[config.mk]
export PLATFORM = sky130hd
export DESIGN_NAME = pidr_responder
export DESIGN_NICKNAME = d
export VERILOG_FILES = /design/src/pidr_pkg.sv /design/src/pidr_responder.sv
export VERILOG_INCLUDE_DIRS = /design/src /design/src/src
export SDC_FILE = /design/constraint.sdc
export NUM_CORES = 1
export LEC_CHECK = 0
export BUFFER_PORTS_ARGS = -buffer_cell sky130_fd_sc_hd__buf_2
export CORE_AREA = 2 2 125 127
export DETAILED_ROUTE_END_ITERATION = 7
export DIE_AREA = 0 0 127 129
export PLACE_DENSITY_LB_ADDON = 0.25
export SLEW_MARGIN = 15
export SYNTH_ARGS = -nofsm -noshare
export SYNTH_HDL_FRONTEND = slang
export SYNTH_SLANG_ARGS = --single-unit
export TNS_END_PERCENT = 100
[constraint.sdc]
create_clock -name I_CLOCK -period 4.9 [get_ports I_CLOCK]
set_input_delay 0.49 -clock I_CLOCK [delete_from_list [all_inputs] [get_ports I_CLOCK]]
set_output_delay 0.49 -clock I_CLOCK [all_outputs]
set_load 0.01 [all_outputs]
[src/pidr_map.svh]
// Purpose: Constants of the identification query responder
// Assumes: Included by its bare name
// Notes:   Descriptor and field constants only
`ifndef PIDR_MAP_SVH
`define PIDR_MAP_SVH
`define PIDR_LEAF_VENDOR  32'h0000_0000
`define PIDR_LEAF_VERSION 32'h0000_0001
`define PIDR_LEAF_CACHE   32'h0000_0002
`define PIDR_MAX_LEAF     32'h0000_0002
`define PIDR_ZERO_WORD    32'h0000_0000
`define PIDR_UNDEF_WORD   32'h0000_0000
`define PIDR_CACHE_A      32'h0302_0101
`define PIDR_CACHE_D      32'h0604_0A42
`define PIDR_CACHE_BC     32'h0000_0000
`define PIDR_REPEAT_COUNT 8'h01
`define PIDR_BIT_FPU      0
`define PIDR_BIT_MCE      7
`define PIDR_BIT_CX8      8
`define PIDR_BIT_ONCHIP_INTERRUPT_CTRL_FEATURE     9
`define PIDR_BIT_MEMORY_TYPE_RANGES     12
`define PIDR_BIT_PGE      13
`define PIDR_BIT_MCA      14
`define PIDR_BIT_CONDITIONAL_MOVE_FEATURE     15
`define PIDR_LOW_MASK     32'h0000_007F
`define PIDR_VALID_BIT    31
`endif

[src/pidr_pkg.sv]
// Purpose: Types of the identification query responder
// Assumes: Nothing
// Notes:   Holds the answer state type
package pidr_pkg;
  typedef enum logic [1:0] {PIDR_IDLE, PIDR_ANSWER} pidr_state_t;
endpackage

[src/pidr_responder.sv]
// Summary of operation
// - Leaf 0 gives max leaf and vendor
// - Feature flag set exactly when supported
// - Bit 7 machine fault trap enable support
// - Bit 8 eight byte compare swap
// - Bit 9 only when interrupt controller usable
// - Bit 12 memory type range registers
// - Bit 13 global page enable support
// - Bit 14 fault global capability register
// - Bit 15 conditional move, float forms too
// - Leaf 2 low byte gives query count
// - That count is one
// - Leaf 2 bit 31 zero when valid
// - Valid leaf 2 words hold byte descriptors
// - Codes 01H, 02H instruction translation buffers
// - Codes 03H, 04H data translation buffers
// - Codes 06H, 0AH level one caches
// - Codes 41H to 43H unified caches
// - 00H null; words B, C nulls
// - Leaf 2 fixed words A and D
// - Leaf above maximum gives undefined words
// - Query serialises; waits for drain
//
// Purpose: Answers identification queries in four result words
// Assumes: Query pulse with leaf; pipeline drained flag from core
// Notes:   Undefined leaves answer zero words
`timescale 1ns/1ps
`include "pidr_map.svh"
module pidr_responder (
  input  wire logic        I_CLOCK,
  input  wire logic        I_NRST,
  input  wire logic        I_QUERY,
  input  wire logic [31:0] I_LEAF,
  input  wire logic        I_PIPE_DRAINED,
  input  wire logic [31:0] I_VENDOR_B,
  input  wire logic [31:0] I_VENDOR_C,
  input  wire logic [31:0] I_VENDOR_D,
  input  wire logic [3:0]  I_STEPPING,
  input  wire logic [3:0]  I_MODEL,
  input  wire logic [3:0]  I_FAMILY,
  input  wire logic [1:0]  I_PROC_TYPE,
  input  wire logic [6:0]  I_LOW_FEATURES,
  input  wire logic        I_MACHINE_FAULT_TRAP_FEATURE,
  input  wire logic        I_WIDE_SWAP_FEATURE,
  input  wire logic        I_INTR_CTRL_PRESENT,
  input  wire logic        I_INTR_CTRL_ENABLED,
  input  wire logic        I_MEMORY_TYPE_RANGES,
  input  wire logic        I_GLOBAL_PAGE_FEATURE,
  input  wire logic        I_MACHINE_FAULT_ARCH_FEATURE,
  input  wire logic        I_CONDITIONAL_MOVE_FEATURE,
  output logic             O_BUSY,
  output logic             O_DONE,
  output logic [31:0]      O_RESULT_WORD_A,
  output logic [31:0]      O_RESULT_WORD_B,
  output logic [31:0]      O_RESULT_WORD_C,
  output logic [31:0]      O_RESULT_WORD_D
);

  pidr_pkg::pidr_state_t state;
  pidr_pkg::pidr_state_t next_state;
  logic [31:0]           leaf;
  logic [31:0]           next_a;
  logic [31:0]           next_b;
  logic [31:0]           next_c;
  logic [31:0]           next_d;
  logic [31:0]           feature_word;
  logic [31:0]           version_word;
  logic [31:0]           cache_a;
  logic [31:0]           cache_desc;
  wire                   take;
  wire                   answer;

  // Leaf 2 word valid when bit 31 clear
  function automatic logic word_valid(input logic [31:0] w);
    word_valid = ~w[`PIDR_VALID_BIT];
  endfunction

  // Version fields; upper bits reserved as zero
  assign version_word = {18'h0_0000, I_PROC_TYPE, I_FAMILY, I_MODEL,
                         I_STEPPING};

  // Feature word; reserved bits zero
  assign feature_word = {16'h0000,
    I_CONDITIONAL_MOVE_FEATURE,
    I_MACHINE_FAULT_ARCH_FEATURE,
    I_GLOBAL_PAGE_FEATURE,
    I_MEMORY_TYPE_RANGES,
    2'b00,
    I_INTR_CTRL_PRESENT & I_INTR_CTRL_ENABLED,
    I_WIDE_SWAP_FEATURE,
    I_MACHINE_FAULT_TRAP_FEATURE,
    I_LOW_FEATURES};

  // Count byte and descriptors 01H 02H 03H
  assign cache_desc = `PIDR_CACHE_A;
  assign cache_a    = {cache_desc[31:8], `PIDR_REPEAT_COUNT};

  // Serialise: answer only once earlier work has drained
  assign take   = (state == pidr_pkg::PIDR_IDLE) & I_QUERY;
  assign answer = (state == pidr_pkg::PIDR_ANSWER) & I_PIPE_DRAINED;

  always_comb begin
    next_state = state;
    case (state)
      pidr_pkg::PIDR_IDLE: begin
        if (take) begin
          next_state = pidr_pkg::PIDR_ANSWER;
        end
      end
      pidr_pkg::PIDR_ANSWER: begin
        if (answer) begin
          next_state = pidr_pkg::PIDR_IDLE;
        end
      end
      default: begin
        next_state = pidr_pkg::PIDR_IDLE;
      end
    endcase
  end

  always_comb begin
    case (leaf)
      `PIDR_LEAF_VENDOR: begin
        next_a = `PIDR_MAX_LEAF;
        next_b = I_VENDOR_B;
        next_c = I_VENDOR_C;
        next_d = I_VENDOR_D;
      end
      `PIDR_LEAF_VERSION: begin
        next_a = version_word;
        next_b = `PIDR_ZERO_WORD;
        next_c = `PIDR_ZERO_WORD;
        next_d = feature_word;
      end
      `PIDR_LEAF_CACHE: begin
        // Byte descriptors, 06H 04H 0AH 42H in D
        next_a = cache_a;
        next_b = `PIDR_CACHE_BC;
        next_c = `PIDR_CACHE_BC;
        next_d = `PIDR_CACHE_D;
      end
      default: begin
        next_a = `PIDR_UNDEF_WORD;
        next_b = `PIDR_UNDEF_WORD;
        next_c = `PIDR_UNDEF_WORD;
        next_d = `PIDR_UNDEF_WORD;
      end
    endcase
  end

  always_ff @(posedge I_CLOCK or negedge I_NRST) begin
    if (!I_NRST) begin
      state <= pidr_pkg::PIDR_IDLE;
      leaf  <= `PIDR_ZERO_WORD;
    end else begin
      state <= next_state;
      if (take) begin
        leaf <= I_LEAF;
      end
    end
  end

  // Busy, done and result words; no fault output exists
  always_ff @(posedge I_CLOCK or negedge I_NRST) begin
    if (!I_NRST) begin
      O_BUSY          <= 1'b0;
      O_DONE          <= 1'b0;
      O_RESULT_WORD_A <= `PIDR_ZERO_WORD;
      O_RESULT_WORD_B <= `PIDR_ZERO_WORD;
      O_RESULT_WORD_C <= `PIDR_ZERO_WORD;
      O_RESULT_WORD_D <= `PIDR_ZERO_WORD;
    end else begin
      O_BUSY <= (next_state == pidr_pkg::PIDR_ANSWER);
      O_DONE <= answer;
      if (answer) begin
        O_RESULT_WORD_A <= next_a;
        O_RESULT_WORD_B <= next_b;
        O_RESULT_WORD_C <= next_c;
        O_RESULT_WORD_D <= next_d;
      end
    end
  end

  logic [31:0] last_leaf;
  always_ff @(posedge I_CLOCK or negedge I_NRST) begin
    if (!I_NRST) begin
      last_leaf <= `PIDR_ZERO_WORD;
    end else if (answer) begin
      last_leaf <= leaf;
    end
  end
endmodule

==> impl_summary.log <==
INFO  metric outcome = finished with violations
INFO  metric violations = negative hold slack
INFO  metric vias = 4,981
INFO  metric overflow = 0
INFO  metric fillCellCount = 1,358
INFO  metric ctsLongestPathBuffers = 2
INFO  metric timing.final.max_slew_violations = 0
INFO  metric finalSetupViolations = 0
INFO  metric final_period_util = 0.560
INFO  metric drc = 0
INFO  metric total_of_cells_resized_after_clock_tree_synthesis = 0
INFO  metric endpoint_kind = register
INFO  metric post_synth_arst_share = 1.00
INFO  metric rows = 45
INFO  metric layout-drive-gt1-share = 0.419
INFO  metric yosysMostFrequentCell = nand2_1
INFO  metric ff2ff_setup_slack = 2160 ps
INFO  metric worst_slew_margin_rel = 0.235
INFO  metric cap_violations = 0
INFO  metric data_required_critical_path = 5190 ps
INFO  metric ys.warnings.count = 0
INFO  metric antenna_found_initial = 1
INFO  metric ys_top_cells_by_count = 181 x nand2_1, 147 x dfrtp_1, 55 x o21ai_0
INFO  metric seq_area_frac_synth = 0.604
INFO  metric synth_area_leaders = dfrtp_1 60%, nand2_1 11%, mux2_2 5.7%, o21ai_0 4.5%, o21ai_1 2.2%
INFO  metric synth_top_cell_by_area = dfrtp_1
INFO  metric finish.net_count = 1,010
INFO  metric cts.hold.buffers_added = 0
INFO  metric crit_type = register to register
INFO  metric hold-worst-slack = -4.18 ps
INFO  metric place.port_buffers = 275
INFO  metric initial_core_utilization = 0.407
INFO  metric postLayoutCellArea = 0.00824 mm²
INFO  metric number_of_instances_in_the_synthesized_netlist = 593
INFO  metric wire_per_inst = 15.3 µm
INFO  metric io-pin-count = 291
INFO  metric cts_root_buffer = clkbuf_16
INFO  metric setup_repair_after_global_routing_missed_its_margin = false
INFO  metric finalHoldViolations = 3
INFO  metric drt-pass1-iter-count = 4
INFO  metric drt-total-wl = 16,100 µm
INFO  metric setup-tns-final = 0 ps
INFO  metric cts_num_sinks = 147
INFO  metric gpl.final_weighted_congestion = 0.785
INFO  metric globalRouteTotalUtil = 0.195
INFO  metric critPathLaunchType = register
INFO  metric grt_first_pass_wirelength = 25,100 µm
INFO  metric max_slew.worst_pin.slew = 1150 ps
INFO  metric area_growth_from_synthesis_to_layout = 35.2%
INFO  metric clock_transition_at_path_regs = 70 ps
INFO  metric syn_area_per_cell = 10.3 µm²
INFO  metric cell_area_placed = 0.00752 mm²
INFO  metric die_height = 129 µm
INFO  metric tritoncts.num_buffers = 17
INFO  metric core_region_area = 0.0150 mm²
INFO  metric dp_hpwl = 11,100 µm
INFO  metric post_cts_buffers = 0
INFO  metric leakage = 4.22 nW
INFO  metric worst-path-max-fanout = 78
INFO  metric synth.top_cell.area_share = 0.604
INFO  metric r2r-start = leaf[5]$_DFFE_PN0P_
INFO  metric timing.hold.worst.class = primary input to async pin
INFO  metric drt_iter0_drc = 323
INFO  metric crit_arrival = 3030 ps
INFO  metric timing.clock.skew = 9.46 ps
INFO  metric dominantRegCellSynth = dfrtp_1
INFO  metric critPathLaunch = leaf[5]$_DFFE_PN0P_
INFO  metric cts_tree = done
INFO  metric yosys_register_bits = 147
INFO  metric design.die.area = 0.0164 mm²
INFO  metric num_antenna_cells = 0
INFO  metric die_w = 127 µm
INFO  metric powerDensity = 376 mW/mm²
INFO  metric syn_area = 0.00609 mm²
INFO  metric synth_edf_count = 0
INFO  metric finalWorstPathRequiredPeriod = 2740 ps
INFO  metric vias_per_instance = 4.74
INFO  metric grt_pass1_vias = 4,830
INFO  metric clock_insertion_delay_worst_skew = 420 ps
INFO  metric cts-htree-levels = 4
INFO  metric clock.fmax = 365 MHz
INFO  metric distinct_cell_type_count_of_the_synthesized_netlist = 31
INFO  metric grt_start_max_net_pins = 79
INFO  metric antenna_left = 0
INFO  metric vdd.ir_drop.worst = 308 µV
[logic make-up after synthesis]
logic type             after synthesis  share of synthesized area
buffers and inverters               60                     0.0509
multiplexers                        42                     0.0753
other                                1                   0.000615
flip-flops                         147                      0.604
AND/OR/NAND/NOR                    223                      0.155
AO/OA/AOI/OAI                      120                      0.115
[sequential cells by signal, summed over array words and instances (netlist names)]
signal and flops:
state 2, leaf 32, O_RESULT_WORD_B 32, O_RESULT_WORD_A 15
O_BUSY 1, O_RESULT_WORD_D 32, O_DONE 1, O_RESULT_WORD_C 32
[metal layers]
| metal | up-vias | track usage | wire [µm] |
|---|---|---|---|
| met4 | 2 | 0.0886 | 391 |
| met5 | - | 0 | 11 |
| met1 | 2312 | 0.256 | 6940 |
| li1 | 2463 | - | - |
| met3 | 30 | 0.0599 | 962 |
| met2 | 174 | 0.301 | 7800 |
[power by group]
part	switching [mW]	internal [mW]	total, mW
Clock	0.501	1.07	1.57
Sequential	0.0433	1.27	1.31
Combinational	0.103	0.113	0.216
Total	0.647	2.45	3.10
[worst paths after layout]
kind	to	cells past startpoint
hold / removal	O_RESULT_WORD_D[13]$_DFFE_PN0P_	1
min in group I_CLOCK	leaf[0]$_DFFE_PN0P_	3
setup / recovery	O_RESULT_WORD_C[15]$_DFFE_PN0P_	4
hold reg to reg	O_RESULT_WORD_C[22]$_DFFE_PN0P_	2
setup reg to reg	O_RESULT_WORD_C[15]$_DFFE_PN0P_	4
max in group asynchronous	O_RESULT_WORD_B[18]$_DFFE_PN0P_	2
[critical path, stage by stage (launching register included)]
cell and delay (ps):
dfrtp_1 380, or4_4 550, nor3_4 240, nand4_4 800, o21ai_0 590
[per-stage QoR]
stage / util / setup slack, ps / power, mW / instances / hold slack (ps)
2_1_floorplan: - / 3140 / 1.44 / 608 / 194
5_1_grt: 0.550 / 2010 / 3.22 / 1050 / 26.8
6_report: 0.550 / 2160 / 3.10 / 1050 / -4.18
4_1_cts: 0.550 / 2140 / 3.14 / 1050 / 3.00
3_5_place_dp: 0.502 / 2050 / 1.55 / 1018 / 457
3_3_place_gp: 0.502 / 2090 / 1.55 / 1018 / 455
[area by class of cell]
cell class	instances	area (µm²)	share of cell area
clock buffers	19	443	0.0538
clock inverters	13	278	0.0337
inverters	2	7.51	0.000911
multi-input cells	401	2180	0.264
flip-flops and latches	147	3680	0.447
well taps	188	235	0.0286
repair buffers	280	1420	0.172
[layout by cell type (no fill, tap or decap), types with 2 or more instances in the layout]
cell type / instances
buf_2: 274
nand2_1: 181
dfrtp_1: 147
o21ai_0: 55
mux2_2: 31
o21ai_1: 27
clkbuf_16: 17
o31ai_1: 16
conb_1: 16
nor2_1: 12
mux2i_1: 11
and2_1: 11
a31o_2: 11
bufinv_16: 8
a21oi_1: 6
buf_4: 5
nor4_1: 4
o41ai_1: 4
nand2b_1: 2
nor2_2: 2
and4_1: 2
or4_1: 2
clkinvlp_4: 2
No activity file was read; power rests on OpenSTA's default activity.
